--- src/pec_regs.vh ---
// Constants for the two-counter performance event unit
// Operation
// - Each counter is 32-bit, incremented per event
// - Counters independent, one selected event each
// - Bit 31 AND irq_gate, ORed to irq out
// - Interrupt also routed to numbered core line
// - Irq clears on wrap or bit31-zero write
// - No counting while gated core clock stopped
// - extra_pair_flag read-only, set if next pair
// - context_scope root-writable, else reads zero
// - Scope selects root, intervention or guest events
// - Guest versus root event classification
// - irq_gate masks bit 31, resets zero
// - Reserved control bits read zero, write zero
// - Only mode-sensitive events use mode bits
// - Never count in debug or error level
// - Idle after reset until control written
// - Event 128 virtualization events per counter
// - Event 45 load-to-use stalls on counter 0
// - Event 63 counts each clock the custom input is high
// - Registers at coprocessor register 25, selects 0-3
`ifndef PEC_REGS_VH
`define PEC_REGS_VH
`define PEC_CP_REG 5'h19
`define PEC_SEL_CTL0 3'h0
`define PEC_SEL_CNT0 3'h1
`define PEC_SEL_CTL1 3'h2
`define PEC_SEL_CNT1 3'h3
`define PEC_B_PAIR 31
`define PEC_B_SCOPE_HI 24
`define PEC_B_SCOPE_LO 23
`define PEC_B_VIRT_HI 14
`define PEC_B_VIRT_LO 11
`define PEC_B_EVT_HI 10
`define PEC_B_EVT_LO 5
`define PEC_B_IRQ 4
`define PEC_B_APP 3
`define PEC_B_PRIV 1
`define PEC_B_EXC 0
`define PEC_B_TOP 31
`define PEC_SCOPE_ROOT 2'h0
`define PEC_SCOPE_RINT 2'h1
`define PEC_SCOPE_GUEST 2'h2
`define PEC_SCOPE_BOTH 2'h3
`define PEC_EV_CYCLES 6'h00
`define PEC_EV_CUSTOM 6'h3F
`define PEC_VIRT_BASE 4'h2
`define PEC_VIRT_LAST 3'h7
`define PEC_MODE0_LO 64'h00026700409BC01E
`define PEC_MODE0_HI 8'hBF
`define PEC_MODE1_LO 64'h00020408100B8002
`define PEC_MODE1_HI 8'hFF
`define PEC_VALID0_LO 64'h80026700409FC01F
`define PEC_VALID0_HI 8'hBF
`define PEC_VALID1_LO 64'h80020408120B8003
`define PEC_VALID1_HI 8'hFF
`endif

--- src/pec_top.v ---
// Two 32-bit performance event counters behind coprocessor register 25
`timescale 1ns/100ps
`include "pec_regs.vh"
module pec_top #(
	parameter SCOPE_SUP = 1,
	parameter NUM_LINES = 8
) (
	input wire CLK_SYS,
	input wire ARST_N,
	input wire CORE_CLK_EN,
	input wire CP_WR,
	input wire CP_RD,
	input wire [4:0] CP_REGNUM,
	input wire [2:0] CP_SEL,
	input wire [31:0] CP_WDATA,
	output reg [31:0] CP_RDATA,
	output reg CP_RACK,
	input wire ROOT_MODE,
	input wire USER_MODE,
	input wire EXC_LEVEL,
	input wire ERROR_LEVEL,
	input wire DEBUG_ACTIVE_FLAG,
	input wire GUEST_ACTIVE_FLAG,
	input wire [63:0] EV0_IN,
	input wire [7:0] EV0_VIRT_IN,
	input wire [63:0] EV1_IN,
	input wire [7:0] EV1_VIRT_IN,
	input wire CUSTOM_EVENT_IN0,
	input wire CUSTOM_EVENT_IN1,
	input wire [2:0] PERF_IRQ_LINE_NUM,
	output reg PERF_IRQ_OUT,
	output reg [NUM_LINES-1:0] CORE_IRQ_INPUTS
);
	wire [1:0] custom_sync;
	wire reg_hit;
	wire [63:0] ctl_view_w;
	wire [63:0] cnt_view_w;
	wire [1:0] irq_term_w;
	wire irq_nxt;
	reg [31:0] rd_mux;
	reg [NUM_LINES-1:0] line_nxt;
	integer i;

	// Custom event pins come from outside logic, so resample first
	pec_sync #(
		.W(2)
	) u_sync (
		.clk(CLK_SYS),
		.arst_n(ARST_N),
		.d({CUSTOM_EVENT_IN1, CUSTOM_EVENT_IN0}),
		.q(custom_sync)
	);

	assign reg_hit = (CP_REGNUM == `PEC_CP_REG);

	genvar g;
	generate
		for (g = 0; g < 2; g = g + 1)
		begin : g_cnt
			localparam [2:0] SEL_CTL = (g == 0) ? `PEC_SEL_CTL0 :
				`PEC_SEL_CTL1;
			localparam [2:0] SEL_CNT = (g == 0) ? `PEC_SEL_CNT0 :
				`PEC_SEL_CNT1;
			localparam [63:0] M_LO = (g == 0) ? `PEC_MODE0_LO :
				`PEC_MODE1_LO;
			localparam [7:0] M_HI = (g == 0) ? `PEC_MODE0_HI :
				`PEC_MODE1_HI;
			localparam [63:0] V_LO = (g == 0) ? `PEC_VALID0_LO :
				`PEC_VALID1_LO;
			localparam [7:0] V_HI = (g == 0) ? `PEC_VALID0_HI :
				`PEC_VALID1_HI;
			// Only the first pair points at a further pair
			localparam [0:0] PAIR_NEXT = (g == 0) ? 1'b1 : 1'b0;

			reg [31:0] cnt_r;
			reg [31:0] cnt_nxt;
			reg [5:0] evt_r;
			reg [3:0] virt_r;
			reg [1:0] scope_r;
			reg gate_r;
			reg gate_nxt;
			reg app_r;
			reg priv_r;
			reg exc_r;
			reg armed_r;
			wire wr_ctl;
			wire wr_cnt;
			wire inc;
			wire [1:0] scope_rd;
			wire [63:0] ev_lo;
			wire [7:0] ev_virt;

			assign wr_ctl = CP_WR && reg_hit && (CP_SEL == SEL_CTL);
			assign wr_cnt = CP_WR && reg_hit && (CP_SEL == SEL_CNT);
			assign ev_lo = (g == 0) ? EV0_IN : EV1_IN;
			assign ev_virt = (g == 0) ? EV0_VIRT_IN : EV1_VIRT_IN;

			pec_evsel #(
				.MODE_LO(M_LO),
				.MODE_HI(M_HI),
				.VALID_LO(V_LO),
				.VALID_HI(V_HI)
			) u_evsel (
				.event_sel(evt_r),
				.virt_event_sel(virt_r),
				.context_scope(scope_r),
				.count_in_app_level(app_r),
				.count_in_priv_level(priv_r),
				.count_in_exc_level(exc_r),
				.ev_lo(ev_lo),
				.ev_virt(ev_virt),
				.custom_ev(custom_sync[g]),
				.user_mode(USER_MODE),
				.exc_level(EXC_LEVEL),
				.error_level(ERROR_LEVEL),
				.debug_active_flag(DEBUG_ACTIVE_FLAG),
				.guest_active_flag(GUEST_ACTIVE_FLAG),
				.inc(inc)
			);

			// Control fields; scope only changes from root context
			always @(posedge CLK_SYS or negedge ARST_N)
			begin
				if (!ARST_N)
				begin
					evt_r <= 6'h00;
					virt_r <= 4'h0;
					scope_r <= 2'h0;
					gate_r <= 1'b0;
					app_r <= 1'b0;
					priv_r <= 1'b0;
					exc_r <= 1'b0;
					armed_r <= 1'b0;
				end
				else if (wr_ctl)
				begin
					evt_r <= CP_WDATA[`PEC_B_EVT_HI:`PEC_B_EVT_LO];
					virt_r <= CP_WDATA[`PEC_B_VIRT_HI:`PEC_B_VIRT_LO];
					if (ROOT_MODE && SCOPE_SUP != 0)
						scope_r <= CP_WDATA[`PEC_B_SCOPE_HI:
							`PEC_B_SCOPE_LO];
					gate_r <= CP_WDATA[`PEC_B_IRQ];
					app_r <= CP_WDATA[`PEC_B_APP];
					priv_r <= CP_WDATA[`PEC_B_PRIV];
					exc_r <= CP_WDATA[`PEC_B_EXC];
					armed_r <= 1'b1;
				end
			end

			// Write outranks a same-cycle increment
			always @*
			begin
				cnt_nxt = cnt_r;
				gate_nxt = gate_r;
				if (wr_ctl)
					gate_nxt = CP_WDATA[`PEC_B_IRQ];
				if (wr_cnt)
					cnt_nxt = CP_WDATA;
				else if (inc && armed_r && CORE_CLK_EN)
					cnt_nxt = cnt_r + 32'h00000001;
			end

			// Undefined at reset in the architecture; zero keeps sims clean
			always @(posedge CLK_SYS or negedge ARST_N)
			begin
				if (!ARST_N)
					cnt_r <= 32'h00000000;
				else
					cnt_r <= cnt_nxt;
			end

			assign scope_rd = (ROOT_MODE && SCOPE_SUP != 0) ? scope_r :
				2'h0;
			// Unlisted positions stay zero on read
			assign ctl_view_w[g*32 +: 32] = {PAIR_NEXT,
				6'h00, scope_rd, 8'h00, virt_r, evt_r, gate_r,
				app_r, 1'b0, priv_r, exc_r};
			assign cnt_view_w[g*32 +: 32] = cnt_r;
			assign irq_term_w[g] = cnt_nxt[`PEC_B_TOP] && gate_nxt;
		end
	endgenerate

	// Irq tracks next counter state so it flags with the count itself
	assign irq_nxt = |irq_term_w;

	always @*
	begin
		line_nxt = {NUM_LINES{1'b0}};
		for (i = 0; i < NUM_LINES; i = i + 1)
		begin
			if (PERF_IRQ_LINE_NUM == i[2:0])
				line_nxt[i] = irq_nxt;
		end
	end

	always @*
	begin
		case (CP_SEL)
		`PEC_SEL_CTL0: rd_mux = ctl_view_w[31:0];
		`PEC_SEL_CNT0: rd_mux = cnt_view_w[31:0];
		`PEC_SEL_CTL1: rd_mux = ctl_view_w[63:32];
		`PEC_SEL_CNT1: rd_mux = cnt_view_w[63:32];
		default: rd_mux = 32'h00000000;
		endcase
	end

	// Read data is held until the next read of register 25
	always @(posedge CLK_SYS or negedge ARST_N)
	begin
		if (!ARST_N)
		begin
			CP_RDATA <= 32'h00000000;
			CP_RACK <= 1'b0;
		end
		else
		begin
			CP_RACK <= CP_RD && reg_hit;
			if (CP_RD && reg_hit)
				CP_RDATA <= rd_mux;
		end
	end

	always @(posedge CLK_SYS or negedge ARST_N)
	begin
		if (!ARST_N)
		begin
			PERF_IRQ_OUT <= 1'b0;
			CORE_IRQ_INPUTS <= {NUM_LINES{1'b0}};
		end
		else
		begin
			PERF_IRQ_OUT <= irq_nxt;
			CORE_IRQ_INPUTS <= line_nxt;
		end
	end
endmodule

--- src/pec_sync.v ---
// Two-flop synchroniser for pin-level inputs
`timescale 1ns/100ps
module pec_sync #(
	parameter W = 2
) (
	input wire clk,
	input wire arst_n,
	input wire [W-1:0] d,
	output wire [W-1:0] q
);
	reg [W-1:0] meta_r;
	reg [W-1:0] sync_r;
	always @(posedge clk or negedge arst_n)
	begin
		if (!arst_n)
		begin
			meta_r <= {W{1'b0}};
			sync_r <= {W{1'b0}};
		end
		else
		begin
			meta_r <= d;
			sync_r <= meta_r;
		end
	end
	assign q = sync_r;
endmodule

--- src/pec_evsel.v ---
// Event selection and mode/context filtering for one counter
`timescale 1ns/100ps
`include "pec_regs.vh"
module pec_evsel #(
	parameter [63:0] MODE_LO = 64'h0,
	parameter [7:0] MODE_HI = 8'h00,
	parameter [63:0] VALID_LO = 64'h0,
	parameter [7:0] VALID_HI = 8'h00
) (
	input wire [5:0] event_sel,
	input wire [3:0] virt_event_sel,
	input wire [1:0] context_scope,
	input wire count_in_app_level,
	input wire count_in_priv_level,
	input wire count_in_exc_level,
	input wire [63:0] ev_lo,
	input wire [7:0] ev_virt,
	input wire custom_ev,
	input wire user_mode,
	input wire exc_level,
	input wire error_level,
	input wire debug_active_flag,
	input wire guest_active_flag,
	output reg inc
);
	reg hit;
	reg valid;
	reg sens;
	reg mode_ok;
	reg ctx_ok;
	reg guest_ev;
	reg rint_ev;
	always @*
	begin
		hit = 1'b0;
		valid = 1'b0;
		sens = 1'b0;
		// Upper selector picks the virtualization page; other pages idle
		if (virt_event_sel == 4'h0)
		begin
			valid = VALID_LO[event_sel];
			sens = MODE_LO[event_sel];
			if (event_sel == `PEC_EV_CYCLES)
				hit = 1'b1;
			else if (event_sel == `PEC_EV_CUSTOM)
				hit = custom_ev;
			else
				hit = ev_lo[event_sel];
		end
		else if (virt_event_sel == `PEC_VIRT_BASE &&
			event_sel[5:3] == 3'h0)
		begin
			valid = VALID_HI[event_sel[2:0]];
			sens = MODE_HI[event_sel[2:0]];
			hit = ev_virt[event_sel[2:0]];
		end
		mode_ok = !sens ||
			(count_in_app_level && user_mode) ||
			(count_in_priv_level && !user_mode && !exc_level &&
			!error_level) ||
			(count_in_exc_level && exc_level && !error_level);
		guest_ev = guest_active_flag && !exc_level && !error_level &&
			!debug_active_flag;
		rint_ev = guest_active_flag && !guest_ev;
		case (context_scope)
		`PEC_SCOPE_ROOT: ctx_ok = !guest_active_flag;
		`PEC_SCOPE_RINT: ctx_ok = rint_ev;
		`PEC_SCOPE_GUEST: ctx_ok = guest_ev;
		`PEC_SCOPE_BOTH: ctx_ok = guest_ev || rint_ev;
		default: ctx_ok = 1'b0;
		endcase
		inc = hit && valid && mode_ok && ctx_ok &&
			!debug_active_flag && !error_level;
	end
endmodule

--- config.mk ---
export PLATFORM = sky130hd
export DESIGN_NAME = pec_top
export DESIGN_NICKNAME = d
export VERILOG_FILES = /design/src/pec_top.v /design/src/pec_sync.v /design/src/pec_evsel.v
export VERILOG_INCLUDE_DIRS = /design/src
export SDC_FILE = /design/constraint.sdc
export NUM_CORES = 1
export LEC_CHECK = 0
export ABC_AREA = 1
export BUFFER_PORTS_ARGS = -buffer_cell sky130_fd_sc_hd__buf_2
export CORE_MARGIN = 2
export CORE_UTILIZATION = 50
export CTS_CLUSTER_SIZE = 30
export DETAILED_ROUTE_END_ITERATION = 12
export PLACE_DENSITY = 0.76
export SYNTH_ARGS = -nofsm -noshare
export SYNTH_HDL_FRONTEND = slang
export SYNTH_SLANG_ARGS = --single-unit
--- constraint.sdc ---
create_clock -name CLK_SYS -period 4.3 [get_ports CLK_SYS]
set_clock_uncertainty 0.1 [all_clocks]
set_input_delay 0.215 -clock CLK_SYS [delete_from_list [all_inputs] [get_ports CLK_SYS]]
set_output_delay 0.215 -clock CLK_SYS [all_outputs]
set_load 0.005 [all_outputs]
==> metrics, run 1 <==
H-tree levels=4; I/O Pins=242; vias per cell=5.636; slew margin rel.=0.3889; Yosys top cell by area=dfrtp_1; syn_nets=1580; DR vias=10530; Final period util=0.8056; nets=1827; global-route wire length before repair=50060 µm; Max Cap Viol=0; 1st-pass router iterations=6; worst-path fanout max=21; FFs w/ async S/R, synth=1.000; number of global-route vias before repair=9841; static leakage=5.964 nW; drt wl/cell=17.35 µm; TritonCTS buffer count=17; area of the multi-input gates=5066 µm²; Seq cells post-synth=144; Initial DRC Count=977; final WL=32400 µm; EDFF count, synth=0; Slew @ Worst Pin=0.9132 ns; GRT Total Usage=0.3173; # rows=50; Die Y=142.7 µm; # port buffers=241; top-area cell type share of the netlist area=0.3745; FILL cells=1739; Initial Util=0.5127; initial antenna violation count=2; DPL Wire Length=24540 µm; Final Slew Violations=0; Tmin final=3.464 ns; status=finished, final reports clean; total die area=20370 µm²; Remaining Overflow, GRT=0; f_max=288.7 MHz; Core Area=18770 µm²; Most used DFF post-synth=dfrtp_1; synthesized instance count=1372; FF+latch area=3603 µm²; worst skew pair latency=0.43 ns; P&R area growth vs syn=22.93%; Hold Path Class=in2reg; arrival time worst endpoint=3.73 ns; CP startpoint kind=register; largest net degree at the start of global routing=87; total power=3.889 mW; worst reg2reg startpoint=g_cnt[0].evt_r[1]; Crit. End Element=register; CTS root buf=clkbuf_16; crit path from=g_cnt[0].evt_r[1]; CTS resizes=0; RSZ-0062 raised after global routing=false; Synth warnings=0; top cells by area, synth=dfrtp_1 (37%), nand2_1 (18%), inv_1 (6.3%); Worst Path Class, Setup=reg2reg; clock slew at the register clock pins of the worst setup and hold paths=0.06 ns; Peak VDD IR=0.0003315 V; clock sink count=144; post-CTS setup buffers=0; Final ANT Viol Nets=0; die width=142.7 µm; count of cell types in the netlist=51; GP Congestion=0.9702; Worst EP required=4.57 ns; Final Hold Viols=0; layout cells sized above 1=0.2022; DRC=0; Power per Cell Area=328.8 nW/µm²; clock tree buffer depth=2; share of the yosys chip area belonging to registers=0.3745; Mapped Avg Cell Area=7.013 µm²; final setup vio count=0; Post-Syn Area=9622 µm²; Fin Setup TNS=0 ns; CTS tree=yes; Hold Startpoint=CP_WDATA[7]
-- metrics by stage --
stage	util	hold slack [ns]	cell area [µm²]	std cells	setup slack, ns
detailed placement	0.5835	0.2248	10950	1809	0.8952
global route	0.6301	0.02376	11830	1867	0.4049
finish	0.6302	0.01352	11830	1868	0.8357
CTS	0.6299	0.002523	11820	1866	0.8680
global placement	0.5835	0.2249	10950	1809	0.9616
floorplan	-	-0.1806	9622	1372	1.685
-- layout by cell type (no fill, tap or decap), types with 6 or more instances in the layout --
| master | instances |
|---|---|
| nand2_1 | 458 |
| buf_2 | 240 |
| inv_1 | 161 |
| dfrtp_1 | 144 |
| nor2_1 | 81 |
| o21ai_0 | 76 |
| nand3_1 | 75 |
| nand4_1 | 41 |
| o221ai_1 | 40 |
| a21oi_1 | 36 |
| xor2_1 | 36 |
| dlygate4sd3_1 | 25 |
| nor3_1 | 20 |
| o22ai_1 | 19 |
| clkbuf_16 | 17 |
| buf_4 | 17 |
| nor4_1 | 13 |
| o211ai_1 | 11 |
| inv_2 | 10 |
| a22oi_1 | 8 |
| ha_1 | 8 |
| nand2_2 | 7 |
| xnor2_1 | 7 |
| o2111ai_1 | 7 |
| o21ai_1 | 6 |
| nand3_2 | 6 |
-- layout make-up --
| cell class | instances | area share |
|---|---|---|
| antenna | 2 | 0.0004231 |
| clock buffer | 18 | 0.03713 |
| clock inverter | 14 | 0.01534 |
| inverter | 173 | 0.05490 |
| multi-input combinational | 1000 | 0.4283 |
| sequential | 144 | 0.3047 |
| tap | 234 | 0.02475 |
| timing repair buffer | 283 | 0.1345 |
-- sequential cells by signal, indices dropped and copies added (netlist names), 4 cells and up --
register,flops
g_cnt.cnt_r,64
CP_RDATA,32
g_cnt.evt_r,12
CORE_IRQ_INPUTS,8
g_cnt.virt_r,8
g_cnt.scope_r,4
-- Yosys cell counts (3+ instances only) --
master and n:
nand4_1 41, clkbuf_1 28, buf_2 14, o221ai_1 40
inv_1 161, nor2_4 3, xor2_1 36, o21ai_0 76
o22ai_1 19, a221oi_1 5, o311ai_1 4, o211ai_1 11
nor2_2 3, o21ai_1 6, ha_1 8, nand3_2 6
dfrtp_1 144, nor3_2 4, nor2_1 81, a211oi_1 3
nand2_1 458, a22oi_1 8, nand2_2 7, xnor2_1 7
a21oi_1 36, nor4_1 13, nor3_1 20, o2111ai_1 7
buf_6 9, inv_2 10, buf_4 3, nand3_1 75
-- worst max-delay path, cell delays in order (launching register included) --
cell,delay [ns]
dfrtp_1,0.37
inv_1,0.45
ha_1,0.27
inv_1,0.04
ha_1,0.25
o21ai_0,0.13
o21ai_0,0.09
nand2_1,0.07
nand3_1,0.06
a21boi_1,0.24
nand3_2,0.30
nand2_2,0.43
inv_2,0.21
o21ai_0,0.19
o21ai_0,0.11
inv_1,0.06
-- timing repair --
action,4_1_cts,5_1_grt
endpoints found under the hold margin,124,0
hold buffers,25,0
setup endpoints to repair,0,0
-- layer usage --
layer | vias to the layer above | track usage | wire [µm]
met4 | 0 | 0.1772 | 1814
li1 | 5043 | - | -
met1 | 4848 | 0.3808 | 12300
met2 | 525 | 0.5461 | 15620
met3 | 112 | 0.04795 | 2670
met5 | - | 0 | 0
-- power by group --
| group | switching, mW | total, mW | internal, mW |
|---|---|---|---|
| combinational | 0.453 | 0.752 | 0.299 |
| sequential | 0.111 | 1.58 | 1.47 |
| clock | 0.621 | 1.56 | 0.939 |
-- cell families after synthesis --
| logic type | after synthesis | synth area share |
|---|---|---|
| adders and majority gates | 8 | 0.01040 |
| buffers and inverters | 228 | 0.09896 |
| and+or+nand+nor | 722 | 0.3247 |
| xor gates and xnor gates | 43 | 0.03914 |
| DFF | 144 | 0.3745 |
| AOI/OAI and AO/OA | 227 | 0.1523 |
-- path summary, 6_finish.rpt --
path	endpoint	slack, ns	cells past startpoint
max	g_cnt[0].cnt_r[0]	0.84	15
min	g_cnt[0].evt_r[2]	0.01	3
max reg2reg	g_cnt[0].cnt_r[0]	0.84	15
min reg2reg	u_sync.q[0]	0.25	0
max in group asynchronous	g_cnt[0].evt_r[0]	2.84	3
min in group asynchronous	CP_RDATA[28]	0.31	2
Power figures use the tool's default switching activity.
==> run 2: changes to the inputs <==
- clock period: 4.3 -> 3.3 ns (I/O delays scaled with it)
==> run 2 against run 1 <==
  * Critical path depth is 1 higher
  * Via count is 2.0% higher
  * Fmax is 15% higher
  * Combinational power is 33% higher
  * Critical path type unchanged
  * Global-route usage is 0.64 points higher
  * Final area is 1.3% higher
  * Total power is 34% higher
  * Largest power group is now clock
==> metrics, run 2 (synthesized netlist as in run 1, its figures left out) <==
FILL cells=1703; Tmin final=3.007 ns; Final ANT Viol Nets=0; Final period util=0.9113; global-route wire length before repair=51190 µm; GRT Total Usage=0.3237; Remaining Overflow, GRT=0; status=finished, final reports clean; nets=1838; Pint=3.661 mW; total die area=20370 µm²; Final Slew Violations=0; arrival time worst endpoint=3.23 ns; Initial Util=0.5127; H-tree levels=4; vias per cell=5.721; number of global-route vias before repair=9944; Worst EP required=3.52 ns; DRC=0; DPL Wire Length=24910 µm; sequential power share=0.394; CTS tree=yes; Crit. End Element=register; clock share of power=0.414; final setup vio count=0; Sw Pwr=1.557 mW; DR vias=10740; Worst Path Class, Setup=reg2reg; Core Area=18770 µm²; Final Hold Viols=0; slew margin rel.=0.4149; Fin Setup TNS=0 ns; RSZ-0062 raised after global routing=false; Power per Cell Area=435.4 nW/µm²; post-CTS setup buffers=0; GP Congestion=0.9927; layout cells sized above 1=0.2028; Max Cap Viol=0; # port buffers=241; power share of the combinational group=0.192; most frequent cells in the layout=nand2_1 (458), buf_2 (240), inv_1 (161); clock sink count=144; f_max=332.5 MHz; largest net degree at the start of global routing=81; I/O Pins=242; most common cell after layout, fill and taps aside=nand2_1; FF+latch area=3603 µm²; TritonCTS buffer count=17; initial antenna violation count=1; CTS root buf=clkbuf_16; largest register by flop count=g_cnt.cnt_r; Min Hold Slack=0.006116 ns; largest registers=g_cnt.cnt_r x64, CP_RDATA x32, g_cnt.evt_r x12; P&R area growth vs syn=24.56%; CP startpoint kind=register; sw frac=0.2984; Hold Path Class=in2reg; Die Y=142.7 µm; Peak VDD IR=0.0003821 V; die width=142.7 µm; static leakage=6.032 nW; worst-path fanout max=17; drt wl/cell=17.68 µm; worst skew pair latency=0.43 ns; Slew @ Worst Pin=0.8767 ns; Initial DRC Count=968; final WL=33190 µm; area of the multi-input gates=5079 µm²; max reg flops=64; clock tree buffer depth=2; clock slew at the register clock pins of the worst setup and hold paths=0.06 ns; # rows=50; 1st-pass router iterations=7
## run 2: worst max-delay path, cell delays in order (launching register included)
cell,delay (ns)
dfrtp_1,0.38
inv_2,0.21
ha_1,0.21
inv_1,0.05
ha_1,0.26
o21ai_0,0.15
o21ai_0,0.11
nand2_1,0.08
nand3_1,0.06
a21boi_1,0.30
nand3_4,0.22
inv_2,0.20
nand2_2,0.25
nand2_1,0.11
o21ai_0,0.08
o21ai_0,0.08
inv_1,0.05
## run 2: path summary, 6_finish.rpt
check | start | to | slack, ns | cells after the start
setup / recovery | g_cnt[0].evt_r[0] | g_cnt[0].cnt_r[0] | 0.29 | 16
hold / removal | ROOT_MODE | CP_RDATA[23] | 0.006 | 3
setup reg to reg | g_cnt[0].evt_r[0] | g_cnt[0].cnt_r[0] | 0.29 | 16
hold reg to reg | u_sync.meta_r[0] | u_sync.q[0] | 0.26 | 0
max in group asynchronous | ARST_N | g_cnt[0].virt_r[0] | 2.07 | 3
min in group asynchronous | ARST_N | CP_RDATA[30] | 0.19 | 2
## run 2: stage by stage
| step | cell area [µm²] | worst slack, ns | total power [mW] | utilization | instances |
|---|---|---|---|---|---|
| floorplan | 9622 | 0.6850 | 2.623 | - | 1372 |
| global placement | 10990 | 0.2653 | 3.015 | 0.5858 | 1813 |
| detailed placement | 10990 | 0.2328 | 3.035 | 0.5858 | 1813 |
| CTS | 11960 | 0.2127 | 5.207 | 0.6373 | 1875 |
| global route | 11990 | 0.05680 | 5.434 | 0.6386 | 1877 |
| finish | 11990 | 0.2926 | 5.218 | 0.6386 | 1877 |
## run 2: area by class of cell
cell class | count | area share
multi-input cells | 1000 | 0.4237
flip-flops and latches | 144 | 0.3007
repair buffers | 294 | 0.1421
inverters | 173 | 0.05418
clock buffers | 17 | 0.03549
well taps | 234 | 0.02443
clock inverters | 14 | 0.01921
diodes | 1 | 0.0002088
## run 2: layer usage
layer	vias up	share of wire	global-route usage	routed length, µm
li1	5080	-	-	-
met1	4972	0.38	0.3921	12690
met2	573	0.48	0.5519	15980
met3	114	0.082	0.04863	2726
met4	0	0.054	0.1839	1795
met5	-	0	0	0
## run 2: repair_timing
item,CTS,global route
resized for setup,0,2
endpoints found under the hold margin,122,1
endpoints found under the setup margin,0,10
hold buffers,31,1
## run 2: power by group through the flow
stage                     clock network [mW]  registers (mW)  logic [mW]
final                                   2.16            2.06        1.00
after floorplan                            0            2.04       0.579
after detailed placement                   0            2.08       0.954
after CTS                               2.17            2.05       0.989
after global routing                    2.25            2.07        1.11
after global placement                     0            2.08       0.937
==> run 3: changes to the inputs <==
- ABC_AREA: 1 -> 0
- PLACE_DENSITY: 0.76 -> 0.77
==> run 3 against run 2 <==
  * Sequential cell count is the same
  * Largest cell class unchanged
  * Highest routed layer unchanged
  * Via count is 16% lower
  * Register-to-register slack worse by 0.19 ns
  * Worst setup slack got worse by 0.19 ns
  * Count of clock-buffer cells in the layout rose by 6
  * Final cell count is 18% lower
  * Largest power group unchanged
  * Hold slack better by 0.051 ns
==> metrics, run 3 <==
status=finished, final reports clean; vias per cell=5.859; share of the yosys chip area belonging to registers=0.4026; Finished Cell Area=11930 µm²; clock sink count=144; layout cells sized above 1=0.3009; # port buffers=239; CP max stage delay=0.41 ns; Final period util=0.9692; FFs w/ async S/R, synth=1.000; Mapped Avg Cell Area=8.915 µm²; # rows=48; Tmin final=3.198 ns; top cells by area, synth=dfrtp_1 (40%), nand2_1 (8.7%), o21ai_0 (5.4%); Placed Area=10670 µm²; static leakage=5.583 nW; top-count cell post-synth=nand2_1; RSZ-0062 raised after global routing=true; DPL Wire Length=20650 µm; GRT Total Usage=0.3077; Final Slew Violations=0; GP Congestion=0.8936; clock tree buffer depth=2; Initial Util=0.5139; clock share of power=0.448; Min Hold Slack=0.05665 ns; Power per Cell Area=408.9 nW/µm²; sequential power share=0.398; Sw Pwr=1.215 mW; Core Area=17420 µm²; drt wl/cell=18.84 µm; Most used DFF post-synth=dfrtp_1; worst-path fanout max=6; largest net degree at the start of global routing=78; largest register by flop count=g_cnt.cnt_r; count of cell types in the netlist=66; max reg flops=64; power share of the combinational group=0.154; EDFF count, synth=0; Post-Syn Area=8951 µm²; Crit. End Element=register; P&R area growth vs syn=33.32%; TritonCTS buffer count=17; number of global-route vias before repair=8819; largest registers=g_cnt.cnt_r x64, CP_RDATA x32, g_cnt.evt_r x12; Slew @ Worst Pin=0.6539 ns; DRC=0; Seq cells post-synth=144; global-route wire length before repair=44650 µm; final WL=29040 µm; Die Y=137.8 µm; Hold Path Stages=3; top-area cell type share of the netlist area=0.4026; Worst EP required=3.52 ns; arrival time worst endpoint=3.42 ns; worst reg2reg path depth=11; Yosys top cell by area=dfrtp_1; most common cell after layout, fill and taps aside=buf_2; total die area=18990 µm²; Initial DRC Count=1007; H-tree levels=4; CTS root buf=clkbuf_16; CTS tree=yes; CP startpoint kind=register; final setup vio count=0; clock slew at the register clock pins of the worst setup and hold paths=0.06 ns; Worst Path Class, Setup=reg2reg; Non-Filler Instances=1541; Final Hold Viols=0; initial antenna violation count=0; CP cell instances=or3_4 -> a2111oi_4 -> a311oi_2 -> a221o_1 -> and4b_1 -> mux2_1 -> nor4_2 -> buf_4 -> nand2_1 -> buf_4 -> a2111oi_4; Inst Count DP=1460; Max Cap Viol=0; 1st-pass router iterations=5; slew margin rel.=0.5641; Pint=3.665 mW; Final ANT Viol Nets=0; f_max=312.7 MHz; die width=137.8 µm; nets=1511; Remaining Overflow, GRT=0; FILL cells=1391; most frequent cells in the layout=buf_2 (239), nand2_1 (208), dfrtp_1 (142); Synth warnings=0; Ant. Diodes=0; worst skew pair latency=0.43 ns; syn_nets=1212; crit path max-delay cell type=or3_4; sw frac=0.2489; Post-synth top cells=nand2_1 (208), dfrtp_1 (144), o21ai_0 (97), clkbuf_1 (49), nor2_1 (45); Peak VDD IR=0.0003576 V; DR vias=9029; I/O Pins=242; Hold Path Class=in2reg; synthesized instance count=1004
==> run 3: cell count changes in the layout (fill, tap and decap cells not counted), sizes merged, moves of 18 or more <==
cell	change
nand2	-258
inv	-156
nand3	-47
buf	+46
nor2	-42
o221ai	-39
mux2i	+33
xnor2	+28
o22ai	-19
mux4	+18
==> run 3: critical path: cells and delay by family, from the launching register on <==
kind            cells  cell delay (ns)
flops               1             0.39
buf+inv             2             0.32
compound gates      4             1.10
mux                 1             0.33
simple gates        4             0.84
==> run 3: through the flow <==
step                      setup TNS [ns]    util  setup slack [ns]  power [mW]
final                                  0  0.6852            0.1017       4.880
after global routing            -0.01333  0.6852          -0.01244       5.051
after CTS                              0  0.6744          0.007104       4.851
after detailed placement         -0.1394  0.6125          -0.07881       2.639
after global placement          -0.04313  0.6125          -0.02253       2.618
after floorplan                -0.002220       -         -0.002220       2.303
==> run 3: logic make-up (layout without fill, tap and decap cells) <==
kind of cell,after synthesis,in the layout,synth area share
mux,62,62,0.09771
simple gates,420,420,0.2224
fa+ha+maj,9,9,0.01230
compound gates,225,225,0.1675
xor+xnor,58,58,0.05675
buf+inv,86,398,0.04082
flops,144,144,0.4026
==> run 3: worst paths after layout <==
kind | startpoint | end | slack (ns)
worst max-delay path | g_cnt[1].evt_r[3] | CORE_IRQ_INPUTS[1] | 0.10
worst max register to register | g_cnt[1].evt_r[3] | CORE_IRQ_INPUTS[1] | 0.10
max in group asynchronous | ARST_N | g_cnt[0].evt_r[0] | 1.98
worst min-delay path | ROOT_MODE | CP_RDATA[23] | 0.06
min in group asynchronous | ARST_N | CP_RDATA[19] | 0.22
worst min register to register | u_sync.meta_r[0] | u_sync.q[0] | 0.25
==> run 3: power by group through the flow <==
stage | Clock (mW) | Combinational [mW] | Sequential [mW]
after global placement | 0 | 0.655 | 1.96
after floorplan | 0 | 0.363 | 1.94
final | 2.19 | 0.753 | 1.94
after CTS | 2.20 | 0.712 | 1.94
after detailed placement | 0 | 0.670 | 1.97
after global routing | 2.28 | 0.821 | 1.95
==> run 3: layout make-up <==
class                   count  area [µm²]  area share
clock inverters             9       176.4     0.01478
clock buffers              23       498.0     0.04173
multi-input cells         774        5135      0.4303
inverters                  19       73.82    0.006186
flip-flops and latches    144        3608      0.3024
well taps                 225       281.5     0.02359
repair buffers            347        2161      0.1811
==> run 3: what timing repair did <==
item,CTS,global route
setup buffers,0,10
endpoints found under the hold margin,172,0
endpoints found under the setup margin,2,31
gates resized for setup,3,26
gates cloned,0,0
hold buffers,39,0
pin swaps,1,7
==> run 3: per-layer routing <==
metal	wire [µm]	up-vias	global-route usage	share of wire
met5	0	-	0	0
met3	2554	64	0.08168	0.088
li1	-	4247	-	-
met4	536	0	0.08163	0.018
met1	12100	4314	0.4135	0.42
met2	13840	404	0.4950	0.48
